### config.mk
export PLATFORM = sky130hd
export DESIGN_NAME = aux_timer_capture_reload
export DESIGN_NICKNAME = d
export VERILOG_FILES = /design/src/rtl/aux_timer_pkg.sv /design/src/rtl/aux_timer_capture_reload.sv
export SDC_FILE = /design/constraint.sdc
export NUM_CORES = 1
export LEC_CHECK = 0
export ABC_AREA = 1
export CAP_MARGIN = 20
export CORE_ASPECT_RATIO = 0.75
export CORE_MARGIN = 2
export CORE_UTILIZATION = 58
export DETAILED_ROUTE_END_ITERATION = 8
export DONT_BUFFER_PORTS = 1
export GPL_TIMING_DRIVEN = 0
export HOLD_SLACK_MARGIN = 0.02
export PLACE_DENSITY = 0.75
export SKIP_CTS_REPAIR_TIMING = 1
export SLEW_MARGIN = 20
export SYNTH_ARGS = -nofsm -noshare
export SYNTH_HDL_FRONTEND = slang
export SYNTH_SLANG_ARGS = --single-unit
export TNS_END_PERCENT = 100
### constraint.sdc
create_clock -name i_clk_sys -period 5.9 [get_ports i_clk_sys]
set_input_delay 0.295 -clock i_clk_sys [delete_from_list [all_inputs] [get_ports i_clk_sys]]
set_output_delay 0.295 -clock i_clk_sys [all_outputs]
set_load 0.05 [all_outputs]
### src/rtl/aux_timer_pkg.sv
// Constants and carrier types of the auxiliary timer and capture/reload block
package aux_timer_pkg;
   // Register addresses
   localparam logic [15:0] ADDR_AUX_IRQ = 16'hff66;
   localparam logic [15:0] ADDR_CAP_IRQ = 16'hff6a;
   localparam logic [15:0] ADDR_CORE_IRQ = 16'hff68;
   localparam logic [15:0] ADDR_CORE_CTRL = 16'hff48;
   localparam logic [15:0] ADDR_AUX_CTRL = 16'hff4a;
   localparam logic [15:0] ADDR_CORE_TIMER = 16'hfe48;
   localparam logic [15:0] ADDR_AUX_TIMER = 16'hfe46;
   localparam logic [15:0] ADDR_CAP_RELOAD = 16'hfe4a;
   // Reset values
   localparam logic [15:0] CTRL_RESET = 16'h0000;
   localparam logic [15:0] TIMER_RESET = 16'h0000;
   localparam logic [7:0] IRQ_RESET = 8'h00;
   // Writable bits; reserved bits read as zero
   localparam logic [15:0] AUX_CTRL_MASK = 16'hf0cf;
   localparam logic [15:0] CORE_CTRL_MASK = 16'h86c7;
   // Wrap limits
   localparam logic [15:0] CNT_MAX = 16'hffff;
   localparam logic [15:0] CNT_MIN = 16'h0000;
   // Prescaler base divisor 8, largest 1024
   localparam int PRE_W = 10;
   localparam logic [PRE_W:0] PRE_BASE = 11'h008;

   typedef struct packed {
      logic capture_enable;
      logic clear_on_capture;
      logic [1:0] capture_edge_select;
      logic [3:0] rsv_hi;
      logic aux_count_down;
      logic aux_run;
      logic [1:0] rsv_lo;
      logic aux_counter_mode_sel;
      logic [2:0] aux_input_select;
   } aux_ctrl_t;

   typedef struct packed {
      logic reload_enable;
      logic [3:0] rsv_hi;
      logic core_toggle_latch;
      logic core_toggle_out_enable;
      logic rsv_mid;
      logic core_count_down;
      logic core_run;
      logic [2:0] rsv_lo;
      logic [2:0] core_input_select;
   } core_ctrl_t;

   typedef struct packed {
      logic request;
      logic irq_enable;
      logic [5:0] level;
   } irq_ctrl_t;
endpackage

### src/rtl/aux_timer_capture_reload.sv
// Auxiliary up/down timer with capture/reload register and chained core timer
//
// Added by the designer: strobed register access.
`timescale 1ns/10ps
// Operation
// - Timer mode counts system clock through eight prescaler options picked by input select.
// - Prescaler divides by eight times two to the input select, 8 to 1024.
// - Counter mode steps only on toggle latch changes caused by core timer wraps.
// - Software writes to the toggle latch never step the auxiliary timer.
// - Counter select: top bit 0 or low 00 off; 01 rise, 10 fall, 11 both.
// - Core toggle latch inverts on every core timer wrap.
// - Auxiliary timer counts only while running; direction bit picks up or down.
// - Core and auxiliary directions are independent for a 32 or 33 bit chain.
// - Auxiliary wrap FFFF to 0000 up, or 0000 to FFFF down, sets its request.
// - Auxiliary request reaches the vector output only while its enable is set.
// - Sixteen bit capture/reload register: capture target, reload source, or both.
// - Capture enable bit allows capture; trigger comes from capture pin edges.
// - Capture edge field: 00 none, 01 rising, 10 falling, 11 both edges.
// - Selected edge with capture enabled copies auxiliary timer and sets capture request.
// - Clear-on-capture resets auxiliary timer to 0000 on selected edge, capture or not.
// - Selected edge sets capture request even with capture disabled.
// - Capture request reaches the vector output only while its enable is set.
// - With reload enabled a core wrap loads capture/reload register into core timer.
// - Reload leaves capture request alone; core wrap request still set.
// - Capture and reload work independently and may be active together.
module aux_timer_capture_reload
   import aux_timer_pkg::*;
(
   // Clock and reset
   input wire logic i_clk_sys,
   input wire logic i_rst,
   // Register port
   input wire logic [15:0] i_addr,
   input wire logic [15:0] i_wr_data,
   input wire logic i_wr,
   input wire logic i_rd,
   output logic [15:0] o_rd_data,
   // Capture pin
   input wire logic i_capture_input_pin,
   // Service requests and toggle output
   output logic o_aux_wrap_vector,
   output logic o_capture_vector,
   output logic o_core_wrap_vector,
   output logic o_core_toggle_out_pin
);

   // Prescaler tick: low 3+sel bits of the free counter all ones
   function automatic logic pre_tick(input logic [PRE_W-1:0] cnt, input logic [2:0] sel);
      logic [PRE_W-1:0] mask;
      mask = PRE_W'((PRE_BASE << sel) - 11'h001);
      return (cnt & mask) == mask;
   endfunction

   // Edge select shared by counter mode and capture: bit0 rise, bit1 fall
   function automatic logic edge_hit(input logic rise, input logic fall, input logic [1:0] sel);
      return (rise & sel[0]) | (fall & sel[1]);
   endfunction

   // Wrap condition of a 16-bit up/down counter
   function automatic logic at_limit(input logic [15:0] v, input logic down);
      return down ? (v == CNT_MIN) : (v == CNT_MAX);
   endfunction

   function automatic logic [15:0] step(input logic [15:0] v, input logic down);
      return down ? v - 16'h0001 : v + 16'h0001;
   endfunction

   aux_ctrl_t aux_ctrl_q;
   aux_ctrl_t aux_ctrl_d;
   core_ctrl_t core_ctrl_q;
   core_ctrl_t core_ctrl_d;
   irq_ctrl_t aux_irq_q;
   irq_ctrl_t aux_irq_d;
   irq_ctrl_t cap_irq_q;
   irq_ctrl_t cap_irq_d;
   irq_ctrl_t core_irq_q;
   irq_ctrl_t core_irq_d;
   logic [15:0] aux_timer_q;
   logic [15:0] aux_timer_d;
   logic [15:0] core_timer_q;
   logic [15:0] core_timer_d;
   logic [15:0] capture_reload_q;
   logic [15:0] capture_reload_d;
   logic [PRE_W-1:0] pre_cnt_q;
   logic pin_s1_q;
   logic pin_s2_q;
   logic pin_s3_q;
   logic pin_lvl_q;
   logic [15:0] rd_data_q;
   logic aux_vec_q;
   logic cap_vec_q;
   logic core_vec_q;
   logic toggle_pin_q;

   // Address decode
   wire sel_aux_irq = i_addr == ADDR_AUX_IRQ;
   wire sel_cap_irq = i_addr == ADDR_CAP_IRQ;
   wire sel_core_irq = i_addr == ADDR_CORE_IRQ;
   wire sel_core_ctrl = i_addr == ADDR_CORE_CTRL;
   wire sel_aux_ctrl = i_addr == ADDR_AUX_CTRL;
   wire sel_core_tmr = i_addr == ADDR_CORE_TIMER;
   wire sel_aux_tmr = i_addr == ADDR_AUX_TIMER;
   wire sel_cap_rel = i_addr == ADDR_CAP_RELOAD;

   // Core timer wrap and toggle latch
   wire core_tick = pre_tick(pre_cnt_q, core_ctrl_q.core_input_select);
   wire core_step = core_ctrl_q.core_run & core_tick;
   wire core_wrap = core_step & at_limit(core_timer_q, core_ctrl_q.core_count_down);
   // Only wrap-caused toggles feed the chain; software writes never do
   wire tl_rise = core_wrap & ~core_ctrl_q.core_toggle_latch;
   wire tl_fall = core_wrap & core_ctrl_q.core_toggle_latch;

   // Auxiliary count source
   wire aux_tmr_tick = pre_tick(pre_cnt_q, aux_ctrl_q.aux_input_select);
   wire aux_cnt_tick = aux_ctrl_q.aux_input_select[2] &
      edge_hit(tl_rise, tl_fall, aux_ctrl_q.aux_input_select[1:0]);
   wire aux_src = aux_ctrl_q.aux_counter_mode_sel ? aux_cnt_tick : aux_tmr_tick;
   wire aux_step = aux_ctrl_q.aux_run & aux_src;
   wire aux_wrap = aux_step & at_limit(aux_timer_q, aux_ctrl_q.aux_count_down);

   // Capture pin edges from the stable, agreed level
   wire pin_settled = pin_s2_q == pin_s3_q;
   wire pin_change = pin_settled & (pin_s3_q != pin_lvl_q);
   wire pin_rise = pin_change & pin_s3_q;
   wire pin_fall = pin_change & ~pin_s3_q;
   wire cap_edge = edge_hit(pin_rise, pin_fall, aux_ctrl_q.capture_edge_select);
   wire do_capture = cap_edge & aux_ctrl_q.capture_enable;
   wire do_clear = cap_edge & aux_ctrl_q.clear_on_capture;

   wire wr_aux_irq = i_wr & sel_aux_irq;
   wire wr_cap_irq = i_wr & sel_cap_irq;
   wire wr_core_irq = i_wr & sel_core_irq;
   wire wr_aux_ctrl = i_wr & sel_aux_ctrl;
   wire wr_core_ctrl = i_wr & sel_core_ctrl;
   wire wr_aux_tmr = i_wr & sel_aux_tmr;
   wire wr_core_tmr = i_wr & sel_core_tmr;
   wire wr_cap_rel = i_wr & sel_cap_rel;

   // Control registers
   always_comb begin
      aux_ctrl_d = aux_ctrl_q;
      if (wr_aux_ctrl) begin
         aux_ctrl_d = aux_ctrl_t'(i_wr_data & AUX_CTRL_MASK);
      end
   end

   always_comb begin
      core_ctrl_d = core_ctrl_q;
      if (wr_core_ctrl) begin
         core_ctrl_d = core_ctrl_t'(i_wr_data & CORE_CTRL_MASK);
      end
      if (core_wrap) begin
         core_ctrl_d.core_toggle_latch = ~core_ctrl_d.core_toggle_latch;
      end
   end

   // Interrupt control registers; a hardware set wins over a software clear
   always_comb begin
      aux_irq_d = aux_irq_q;
      if (wr_aux_irq) begin
         aux_irq_d = irq_ctrl_t'(i_wr_data[7:0]);
      end
      if (aux_wrap) begin
         aux_irq_d.request = 1'b1;
      end
   end

   always_comb begin
      cap_irq_d = cap_irq_q;
      if (wr_cap_irq) begin
         cap_irq_d = irq_ctrl_t'(i_wr_data[7:0]);
      end
      // Set on every selected edge, captured or not; reload never touches it
      if (cap_edge) begin
         cap_irq_d.request = 1'b1;
      end
   end

   always_comb begin
      core_irq_d = core_irq_q;
      if (wr_core_irq) begin
         core_irq_d = irq_ctrl_t'(i_wr_data[7:0]);
      end
      if (core_wrap) begin
         core_irq_d.request = 1'b1;
      end
   end

   // Auxiliary timer: clear beats count and software write
   always_comb begin
      aux_timer_d = aux_timer_q;
      if (wr_aux_tmr) begin
         aux_timer_d = i_wr_data;
      end else if (aux_step) begin
         aux_timer_d = step(aux_timer_q, aux_ctrl_q.aux_count_down);
      end
      if (do_clear) begin
         aux_timer_d = TIMER_RESET;
      end
   end

   // Core timer with optional reload on wrap
   always_comb begin
      core_timer_d = core_timer_q;
      if (wr_core_tmr) begin
         core_timer_d = i_wr_data;
      end else if (core_wrap && core_ctrl_q.reload_enable) begin
         core_timer_d = capture_reload_q;
      end else if (core_step) begin
         core_timer_d = step(core_timer_q, core_ctrl_q.core_count_down);
      end
   end

   // Capture/reload register; capture wins over software write
   always_comb begin
      capture_reload_d = capture_reload_q;
      if (wr_cap_rel) begin
         capture_reload_d = i_wr_data;
      end
      if (do_capture) begin
         capture_reload_d = aux_timer_q;
      end
   end

   // Read selection
   wire [15:0] rd_mux =
      sel_aux_irq ? {8'h00, aux_irq_q} :
      sel_cap_irq ? {8'h00, cap_irq_q} :
      sel_core_irq ? {8'h00, core_irq_q} :
      sel_aux_ctrl ? 16'(aux_ctrl_q) :
      sel_core_ctrl ? 16'(core_ctrl_q) :
      sel_aux_tmr ? aux_timer_q :
      sel_core_tmr ? core_timer_q :
      sel_cap_rel ? capture_reload_q : 16'h0000;

   always_ff @(posedge i_clk_sys) begin
      if (i_rst) begin
         aux_ctrl_q <= aux_ctrl_t'(CTRL_RESET);
      end else begin
         aux_ctrl_q <= aux_ctrl_d;
      end
   end

   always_ff @(posedge i_clk_sys) begin
      if (i_rst) begin
         core_ctrl_q <= core_ctrl_t'(CTRL_RESET);
      end else begin
         core_ctrl_q <= core_ctrl_d;
      end
   end

   always_ff @(posedge i_clk_sys) begin
      if (i_rst) begin
         aux_irq_q <= irq_ctrl_t'(IRQ_RESET);
      end else begin
         aux_irq_q <= aux_irq_d;
      end
   end

   always_ff @(posedge i_clk_sys) begin
      if (i_rst) begin
         cap_irq_q <= irq_ctrl_t'(IRQ_RESET);
      end else begin
         cap_irq_q <= cap_irq_d;
      end
   end

   always_ff @(posedge i_clk_sys) begin
      if (i_rst) begin
         core_irq_q <= irq_ctrl_t'(IRQ_RESET);
      end else begin
         core_irq_q <= core_irq_d;
      end
   end

   // Timers, capture/reload register and shared free prescaler
   always_ff @(posedge i_clk_sys) begin
      if (i_rst) begin
         aux_timer_q <= TIMER_RESET;
      end else begin
         aux_timer_q <= aux_timer_d;
      end
   end

   always_ff @(posedge i_clk_sys) begin
      if (i_rst) begin
         core_timer_q <= TIMER_RESET;
      end else begin
         core_timer_q <= core_timer_d;
      end
   end

   always_ff @(posedge i_clk_sys) begin
      if (i_rst) begin
         capture_reload_q <= TIMER_RESET;
      end else begin
         capture_reload_q <= capture_reload_d;
      end
   end

   always_ff @(posedge i_clk_sys) begin
      if (i_rst) begin
         pre_cnt_q <= '0;
      end else begin
         pre_cnt_q <= pre_cnt_q + PRE_W'(1);
      end
   end

   // Pin synchroniser
   always_ff @(posedge i_clk_sys) begin
      if (i_rst) begin
         pin_s1_q <= 1'b0;
         pin_s2_q <= 1'b0;
         pin_s3_q <= 1'b0;
      end else begin
         pin_s1_q <= i_capture_input_pin;
         pin_s2_q <= pin_s1_q;
         pin_s3_q <= pin_s2_q;
      end
   end

   // Settled level: a change counts once stages two and three agree
   always_ff @(posedge i_clk_sys) begin
      if (i_rst) begin
         pin_lvl_q <= 1'b0;
      end else if (pin_settled) begin
         pin_lvl_q <= pin_s3_q;
      end
   end

   // Output next values
   wire [15:0] rd_nxt = i_rd ? rd_mux : 16'h0000;
   wire aux_vec_d = aux_irq_d.request & aux_irq_d.irq_enable;
   wire cap_vec_d = cap_irq_d.request & cap_irq_d.irq_enable;
   wire core_vec_d = core_irq_d.request & core_irq_d.irq_enable;
   wire toggle_pin_d = core_ctrl_d.core_toggle_latch & core_ctrl_d.core_toggle_out_enable;

   // Outputs, each straight from a flip-flop
   always_ff @(posedge i_clk_sys) begin
      if (i_rst) begin
         rd_data_q <= 16'h0000;
      end else begin
         rd_data_q <= rd_nxt;
      end
   end

   always_ff @(posedge i_clk_sys) begin
      if (i_rst) begin
         aux_vec_q <= 1'b0;
      end else begin
         aux_vec_q <= aux_vec_d;
      end
   end

   always_ff @(posedge i_clk_sys) begin
      if (i_rst) begin
         cap_vec_q <= 1'b0;
      end else begin
         cap_vec_q <= cap_vec_d;
      end
   end

   always_ff @(posedge i_clk_sys) begin
      if (i_rst) begin
         core_vec_q <= 1'b0;
      end else begin
         core_vec_q <= core_vec_d;
      end
   end

   always_ff @(posedge i_clk_sys) begin
      if (i_rst) begin
         toggle_pin_q <= 1'b0;
      end else begin
         toggle_pin_q <= toggle_pin_d;
      end
   end

   assign o_rd_data = rd_data_q;
   assign o_aux_wrap_vector = aux_vec_q;
   assign o_capture_vector = cap_vec_q;
   assign o_core_wrap_vector = core_vec_q;
   assign o_core_toggle_out_pin = toggle_pin_q;

endmodule // aux_timer_capture_reload

==> results of run 1 <==
-- area by class of cell --
cell class,count,area share
buffer,34,0.02600
clock buffer,17,0.04831
clock inverter,15,0.01762
inverter,162,0.06934
multi-input combinational,871,0.5263
sequential,124,0.2819
tap,175,0.02487
timing repair buffer,5,0.005683
-- routing by layer --
layer	vias up	GRT usage	wire length [um]
met4	0	0.1356	928
met3	79	0.09905	3263
met2	491	0.5011	10580
met1	3887	0.5155	11470
li1	4048	-	-
met5	-	0	0
-- critical path: stages, from the launching register on --
cell     delay [ns]
dfxtp_1        0.85
inv_1          0.27
fa_1           0.52
o21ai_1        0.26
nand2_1        0.08
nand2_1        0.13
and2_1         0.14
nor2_1         0.05
or2_0          0.21
nand3_1        0.10
a21oi_2        0.06
nor2_1         0.07
-- kinds of logic after synthesis --
| family | after synthesis |
|---|---|
| fa+ha+maj | 31 |
| flops | 124 |
| xor+xnor | 17 |
| compound gates | 319 |
| simple gates | 504 |
| buf+inv | 196 |
-- synthesized netlist by cell type (9+ instances only) --
| cell type | count |
|---|---|
| nand2_1 | 226 |
| inv_1 | 153 |
| o21ai_0 | 130 |
| dfxtp_1 | 124 |
| a21oi_1 | 120 |
| nor2_1 | 118 |
| nand3_1 | 60 |
| ha_1 | 29 |
| nand4_1 | 23 |
| nor3_1 | 23 |
| clkbuf_1 | 16 |
| xor2_1 | 13 |
| buf_6 | 10 |
| o22ai_1 | 10 |
| nand2_2 | 9 |
-- per-stage QoR --
step / setup WS, ns / hold WS (ns) / utilization / total power (uW) / cells
final: 3.087 / -0.009469 / 0.6492 / 1954 / 1403
after global routing: 2.904 / 0.02036 / 0.6492 / 1997 / 1403
after CTS: 3.100 / -0.04603 / 0.6455 / 1939 / 1398
after detailed placement: 3.133 / 0.4021 / 0.6027 / 910.8 / 1366
after global placement: 3.182 / 0.3975 / 0.6027 / 909.9 / 1366
after floorplan: 3.661 / 0.3883 / - / 892.4 / 1191
-- power groups by stage --
| stage | clock network, uW | registers (uW) | logic, uW |
|---|---|---|---|
| 2_1_floorplan | 0 | 860 | 32.9 |
| 3_3_place_gp | 0 | 860 | 50.0 |
| 3_5_place_dp | 0 | 860 | 50.9 |
| 4_1_cts | 1050 | 841 | 51.0 |
| 5_1_grt | 1100 | 841 | 59.9 |
| 6_report | 1060 | 841 | 56.9 |
-- flip-flops by register name, summed over array words and instances, names as in the netlist --
register and flops:
aux_timer_q 16, o_core_toggle_out_pin 1, aux_irq_q 8, core_irq_q 8, pre_cnt_q 10, o_rd_data 16, pin_s3_q 1, core_ctrl_q 8
o_capture_vector 1, cap_irq_q 8, core_timer_q 16, aux_ctrl_q 10, capture_reload_q 16, pin_lvl_q 1, o_core_wrap_vector 1, pin_s2_q 1
o_aux_wrap_vector 1, pin_s1_q 1
-- worst paths after layout --
kind	from	end	slack, ns
worst min-delay path	i_wr_data[4]	aux_irq_q[4]	-0.009
worst min register to register	pin_s1_q	pin_s2_q	0.42
worst max register to register	aux_ctrl_q[7]	aux_timer_q[10]	3.09
worst max-delay path	aux_ctrl_q[7]	aux_timer_q[10]	3.09
==> impl_metrics.toml, run 1 <==
[timing]
period_utilization = 0.4768
rsz0062_at_grt = "false"
worst_slew_pin_slew_ns = 0.8108
maxSlewViolCount = 0
timing.final.setup_violations = 0
skew_ns = 0.008279
final.setup.tns_ns = 0
fmaxAchievable_ghz = 0.3555
relSlewSlack = 0.4587
fin_hold_ws_ns = -0.009469
final_hold_vio_count = 1
timing.final.crit_period_ns = 2.813

[layout]
n_diodes = 0
filler_cell_count = 1281
sequential_cell_area_sq_um = 2482
finish.instance_area_sq_um = 8806
flow.area_growth_from_synthesis_pct = 10.68
final_cell_mix = "nand2_1 (226), inv_1 (153), o21ai_0 (130)"
drive_above_1_share = 0.08225
multi_input_area_sq_um = 4634
fin_nets = 1283
layout_commonest_cell = "nand2_1"

[pwr]
worst_ir_drop_vdd_mv = 0.2666
power.net_switching_uw = 505.5
power-per-cell-area_nw_per_um2 = 221.8
power.share.clock = 0.540
p_int_uw = 1448
netSwitchingFraction = 0.2588
share_comb_of_total_power = 0.029
power_frac_seq = 0.431
leakage_uw = 0.003747

[synth]
post_synthesis_xor_xnor_area_fraction = 0.01871
synth_compound_gate_area_share = 0.2206
synth_top_family_by_area = "simple AND/OR/NAND/NOR gates"
post-synth-top-area-cell = "dfxtp_1"
synth_cell_type_count = 53
postSynth.asyncResetShare = 0
synth_ff_type = "dfxtp_1"
synth.yosys.warnings = 0
synth.area.top_cells = "dfxtp_1 (31%), nand2_1 (11%), o21ai_0 (8.2%)"
syn-num-nets = 1259
syn_area_per_cell_sq_um = 6.680
post_synth_fa_ha_maj_area_fraction = 0.05064
post_synth_and_or_nand_nor_area_fraction = 0.2925
synth-edff-count = 0
postSynthRegisterBits = 124
post_synth_mux_area_share = 0
yosysSeqAreaShare = 0.3120
syn_area_sq_um = 7956
synth_top_cell_area_share = 0.3120
post_synth_inst_count = 1191

[run_status]
violations = "hold timing"
status = "finished with violations"

[clock_tree]
cts_root_buf = "clkbuf_16"
clock_tree_from_tritoncts = "yes"
cts_max_level = 4
insertion_delay_ns = 0.44
number_of_cts_inserted_buffers = 17
max-clock-path-buffers = 2
cts.sink_count = 124
cts.reportedPaths.clkPinSlew_ns = 0.07

[critical_path]
end_kind = "register"
reg2reg_depth = 11
crit_fanout = 17
critical_path_arrival_ns = 3.19
worstSetupStartpointType = "register"
path_class = "register to register"
timing.critical_path.required_ns = 6.28

[placement]
buffer_ports.inserted = 0
dpl.hpwl_um = 19660
placedInstanceArea_sq_um = 8175
finalWeightedCongestion = 1.029

[global_routing]
number_of_antenna_violations_at_the_first_check_in_global_routing = 0
gr-total-overflow = 0
groute.usage.overall = 0.3563
wire_length_of_the_first_global_routing_pass_um = 40700
grt_max_degree = 20
grt_pass1_vias = 7546

[route]
drt_first_pass_iters = 9
wl_um = 26250
detailroute.via_count = 8505
dr.first_iter.drc_count = 1082
routedWlPerCell_um = 18.71
post_drt_via_cell_ratio = 6.062
drt_drc_violations_left = 0
antenna_violation_net_count_after_detailed_routing = 0

[floorplanning]
core-area_sq_um = 13560
floorplan.initialDensity = 0.5866
core.rowCount = 37
die-area_sq_um = 14680
die_height_um = 105.4
die_w_um = 139.2
io_pins = 57

[worst_hold_path]
hold-path-cell-count = 2
min_path_type = "input pin to register"

[job]
max_cap_check_violation_count = 0
Note: power is estimated with default switching activity, not from simulation.
==> run 2, diff against run 1 <==
--- a/config.mk
+++ b/config.mk
@@ -14,7 +14,7 @@
 export DONT_BUFFER_PORTS = 1
 export GPL_TIMING_DRIVEN = 0
 export HOLD_SLACK_MARGIN = 0.02
-export PLACE_DENSITY = 0.75
+export PLACE_DENSITY = 0.77
 export SKIP_CTS_REPAIR_TIMING = 1
 export SLEW_MARGIN = 20
 export SYNTH_ARGS = -nofsm -noshare
==> constraint.sdc (replaced) <==
create_clock -name i_clk_sys -period 2.28 [get_ports i_clk_sys]
set_input_delay 0.114 -clock i_clk_sys [delete_from_list [all_inputs] [get_ports i_clk_sys]]
set_output_delay 0.114 -clock i_clk_sys [all_outputs]
set_load 0.05 [all_outputs]
==> run 2 against run 1 <==
- the run still ends with hold timing left
- power rose to 2.6 times the previous value
- wire length rose by 3.1%
- clock power rose to 2.6 times the previous value
- first-iteration DRC count rose by 4.2%
- sequential share of layout area fell by 0.68 points
- setup slack got worse by 3.0 ns
- count of clock-buffer cells in the layout did not move
- clock skew rose by 0.0031 ns
- global-route usage rose by 0.55 points
- via count rose by 1.3%
- critical path type unchanged
- highest routed layer is now met5
==> impl_metrics.toml, run 2 (synthesis results as in run 1) <==
[run_status]
status = "finished with violations"
violations = "hold timing"

[layout]
layout_commonest_cell = "nand2_1"
finish.cell_count_without_fillers = 1426
finish.instance_area_sq_um = 9056
final_cell_mix = "nand2_1 (224), inv_1 (152), o21ai_0 (128)"
drive_above_1_share = 0.09768
fin_nets = 1304
flow.area_growth_from_synthesis_pct = 13.82

[timing]
fin_hold_ws_ns = -0.07226
relSlewSlack = 0.5138
timing.final.setup_violations = 0
maxSlewViolCount = 0
timing.final.crit_period_ns = 2.201
period_utilization = 0.9653
postLayoutSetupSlackWorst_ns = 0.07906
rsz0062_at_grt = "true"
worst_slew_pin_slew_ns = 0.7293
skew_ns = 0.01139
fmaxAchievable_ghz = 0.4544
final_hold_vio_count = 7

[pwr]
worst_ir_drop_vdd_mv = 0.4935
power.net_switching_uw = 1353
power_frac_seq = 0.424
leakage_uw = 0.003848
power.share.clock = 0.539
p_int_uw = 3777
netSwitchingFraction = 0.2638
share_comb_of_total_power = 0.037
power-per-cell-area_nw_per_um2 = 566.5

[global_routing]
grt_max_degree = 20
grt_pass1_vias = 7851
groute.usage.overall = 0.3618
gr-total-overflow = 0
number_of_antenna_violations_at_the_first_check_in_global_routing = 2
wire_length_of_the_first_global_routing_pass_um = 41880

[critical_path]
path_class = "register to register"
end_kind = "register"
critical_path_arrival_ns = 2.58
crit_fanout = 15
worstSetupStartpointType = "register"
timing.critical_path.required_ns = 2.65

[route]
wl_um = 27050
drt_first_pass_iters = 6
routedWlPerCell_um = 18.97
dr.first_iter.drc_count = 1127
antenna_violation_net_count_after_detailed_routing = 0
drt_drc_violations_left = 0
detailroute.via_count = 8614
post_drt_via_cell_ratio = 6.041

[floorplanning]
die_w_um = 139.2
core.rowCount = 37
floorplan.initialDensity = 0.5866
io_pins = 57
die_height_um = 105.4
die-area_sq_um = 14680
core-area_sq_um = 13560

[worst_hold_path]
min_path_type = "input pin to register"

[placement]
dpl.hpwl_um = 19790
placedInstanceArea_sq_um = 8175
dpl_worst_slack_ns = -0.4635
finalWeightedCongestion = 1.044
dp.cells = 1366
buffer_ports.inserted = 0

[clock_tree]
clock_tree_from_tritoncts = "yes"
cts_root_buf = "clkbuf_16"
cts.reportedPaths.clkPinSlew_ns = 0.07
max-clock-path-buffers = 2
cts.sink_count = 124
insertion_delay_ns = 0.43
number_of_cts_inserted_buffers = 17
cts_max_level = 4

[job]
max_cap_check_violation_count = 0
[run 2: cell count changes in the layout (fill, tap and decap cells not counted), sizes merged]
cell and delta:
buf +9, clkinv -1, diode +2, dlygate4sd3 +12, inv +1
[run 2: power by group through the flow]
stage	sequential [uW]	clock [uW]	combinational, uW
2_1_floorplan	2220	0	85.2
3_3_place_gp	2220	0	130
3_5_place_dp	2230	0	131
4_1_cts	2180	2740	132
5_1_grt	2170	2850	197
6_report	2170	2770	188
[run 2: per-stage QoR]
stage                     total power (uW)  utilization  setup TNS, ns
after floorplan                       2309            -              0
after global placement                2355       0.6027         -4.322
after detailed placement              2356       0.6027         -4.325
after CTS                             5053       0.6468         -4.766
after global routing                  5216       0.6673       -0.03537
final                                 5130       0.6677              0
[run 2: cell type report]
cell class	instances	area, sq um
well taps	175	219.0
multi-input cells	871	4666
clock inverters	15	172.7
diodes	2	5.005
clock buffers	17	425.4
flip-flops and latches	124	2491
inverters	162	610.6
plain buffers	34	229.0
fillers	1226	4508
repair buffers	26	237.7
[run 2: worst max-delay path: stages (launching register included)]
cell,delay (ns)
dfxtp_4,0.46
inv_1,0.14
fa_1,0.48
o21ai_2,0.21
nand2_1,0.07
nand2_1,0.13
and2_1,0.14
nor2_1,0.05
or2_0,0.22
nand3_1,0.10
a21oi_2,0.06
nor2_1,0.07
[run 2: path summary, 6_finish.rpt]
check / from / to / slack (ns) / depth (start not counted)
worst max-delay path: aux_ctrl_q[7] / aux_timer_q[10] / 0.08 / 11
worst min-delay path: i_wr_data[11] / aux_timer_q[11] / -0.07 / 4
worst max register to register: aux_ctrl_q[7] / aux_timer_q[10] / 0.08 / 11
worst min register to register: pin_s1_q / pin_s2_q / 0.41 / 2
[run 2: per-layer routing]
layer	vias up	track usage	wire length, um
met2	515	0.5263	11020
met1	3914	0.5205	11590
met5	-	0	13
met4	2	0.1111	750
li1	4113	-	-
met3	70	0.09995	3677
==> run 3, diff against run 2 <==
--- a/config.mk
+++ b/config.mk
@@ -7,7 +7,6 @@
 export LEC_CHECK = 0
 export ABC_AREA = 1
 export CAP_MARGIN = 20
-export CORE_ASPECT_RATIO = 0.75
 export CORE_MARGIN = 2
 export CORE_UTILIZATION = 58
 export DETAILED_ROUTE_END_ITERATION = 8
==> run 3 against run 2 <==
- sequential power hardly changed
- sequential share of layout area grew 0.25 points
- highest routed layer is now met4
- cell count decreased by 0.42%
- the run still ends with hold timing left
- fmax up 1.6%
- clock power is 7.6% lower
- flip-flop and latch count stayed put
- non-clock buffer count decreased by 5
==> impl_metrics.toml, run 3 (synthesis results as in run 1) <==
[route]
routedWlPerCell_um = 18.52
m1WireLength_um = 11170
drt_first_pass_iters = 6
highest_layer = "met4"
wl_met2_um = 11700
met3RoutedLength_um = 2480
wl_um = 26310
detailroute.via_count = 8381
drt_drc_violations_left = 0
dr.first_iter.drc_count = 962
post_drt_via_cell_ratio = 5.902
antenna_violation_net_count_after_detailed_routing = 0

[clock_tree]
clock_tree_from_tritoncts = "yes"
max-clock-path-buffers = 2
cts.sink_count = 124
cts_max_level = 4
number_of_cts_inserted_buffers = 17
insertion_delay_ns = 0.44
cts.reportedPaths.clkPinSlew_ns = 0.06
cts_root_buf = "clkbuf_16"

[timing]
period_utilization = 0.9501
worst_slew_pin_slew_ns = 0.7667
postLayoutSetupSlackWorst_ns = 0.1137
final.setup.tns_ns = 0
timing.final.crit_period_ns = 2.166
fin_hold_ws_ns = -0.05425
fmaxAchievable_ghz = 0.4616
relSlewSlack = 0.4889
skew_ns = 0.009467
final_hold_vio_count = 2
maxSlewViolCount = 0
timing.final.setup_violations = 0

[run_status]
status = "finished with violations"
violations = "hold timing"

[global_routing]
grt_max_degree = 20
gr-total-overflow = 0
groute.usage.overall = 0.3545
number_of_antenna_violations_at_the_first_check_in_global_routing = 0
wire_length_of_the_first_global_routing_pass_um = 39990
grt_pass1_vias = 7588

[layout]
layout_commonest_cell = "nand2_1"
flow.area_growth_from_synthesis_pct = 12.79
n_diodes = 0
final_cell_mix = "nand2_1 (226), inv_1 (153), o21ai_0 (129)"
finish.utilization = 0.6749
fin_nets = 1299
drive_above_1_share = 0.08682

[critical_path]
critical-path-slowest-cell = "fa_1"
crit_fanout = 4
crit_path_cell_trace = "inv_1 -> fa_1 -> inv_1 -> nand3_1 -> nand2_1 -> nand2_1 -> nand2_1 -> nand3_1 -> nand3_1 -> nand3_1 -> o211ai_1 -> a21oi_1"
end_kind = "register"
worstSetupStartpointType = "register"
path_class = "register to register"
critPathMaxStageDelay_ns = 0.46
critical_path_arrival_ns = 2.45
critical-path-top-cell-by-count = "nand3_1"
timing.critical_path.required_ns = 2.57

[floorplanning]
die_w_um = 121.1
core-area_sq_um = 13300
core.rowCount = 42
io_pins = 57
floorplan.initialDensity = 0.5984
die_height_um = 121.1
die-area_sq_um = 14670

[placement]
buffer_ports.inserted = 0
finalWeightedCongestion = 1.015
dpl_worst_slack_ns = -0.5474
dpl.hpwl_um = 19410

[job]
max_cap_check_violation_count = 0

[pwr]
leakage_uw = 0.003807
worst_ir_drop_vdd_mv = 0.5362
power-per-cell-area_nw_per_um2 = 549.0

[worst_hold_path]
min_path_type = "input pin to register"
-- run 3: layout make-up --
class / count / area (sq um)
flip-flops and latches: 124 / 2491
multi-input cells: 871 / 4647
inverters: 162 / 610.6
fillers: 1229 / 4322
repair buffers: 21 / 227.7
clock inverters: 13 / 105.1
well taps: 176 / 220.2
clock buffers: 19 / 442.9
plain buffers: 34 / 229.0
-- run 3: where the power goes --
part	internal (uW)	total (uW)	leakage, uW	switching, uW
clock network	1440	2560	0.000263	1120
registers	2170	2170	0.00100	3.95
logic	47.3	191	0.00254	144
-- run 3: final timing paths --
path	from	slack, ns	endpoint	cells past startpoint
max	core_timer_q[0]	0.11	core_timer_q[14]	12
min	i_wr_data[8]	-0.05	core_timer_q[8]	4
max reg2reg	core_timer_q[0]	0.11	core_timer_q[14]	12
min reg2reg	pin_s1_q	0.42	pin_s2_q	2
-- run 3: worst max-delay path: cells and delay by family (launching register included) --
family,cells,cell delay [ns]
compound gates,2,0.18
fa+ha+maj,1,0.46
buf+inv,2,0.23
flops,1,0.40
simple gates,7,0.74
-- run 3: metal layers --
metal,vias to the layer above,GRT usage
met4,0,0.1337
met3,78,0.07566
met2,407,0.5537
met1,3812,0.4797
met5,-,0
li1,4084,-
-- run 3: metrics by stage --
step	instances	hold WS, ns	cell area [sq um]	power, uW
2_1_floorplan	1191	0.2210	7956	2309
3_3_place_gp	1367	0.2264	8177	2356
3_5_place_dp	1367	0.2320	8177	2357
4_1_cts	1399	-0.2182	8725	4849
5_1_grt	1420	0.02514	8974	5024
6_report	1420	-0.05425	8974	4926
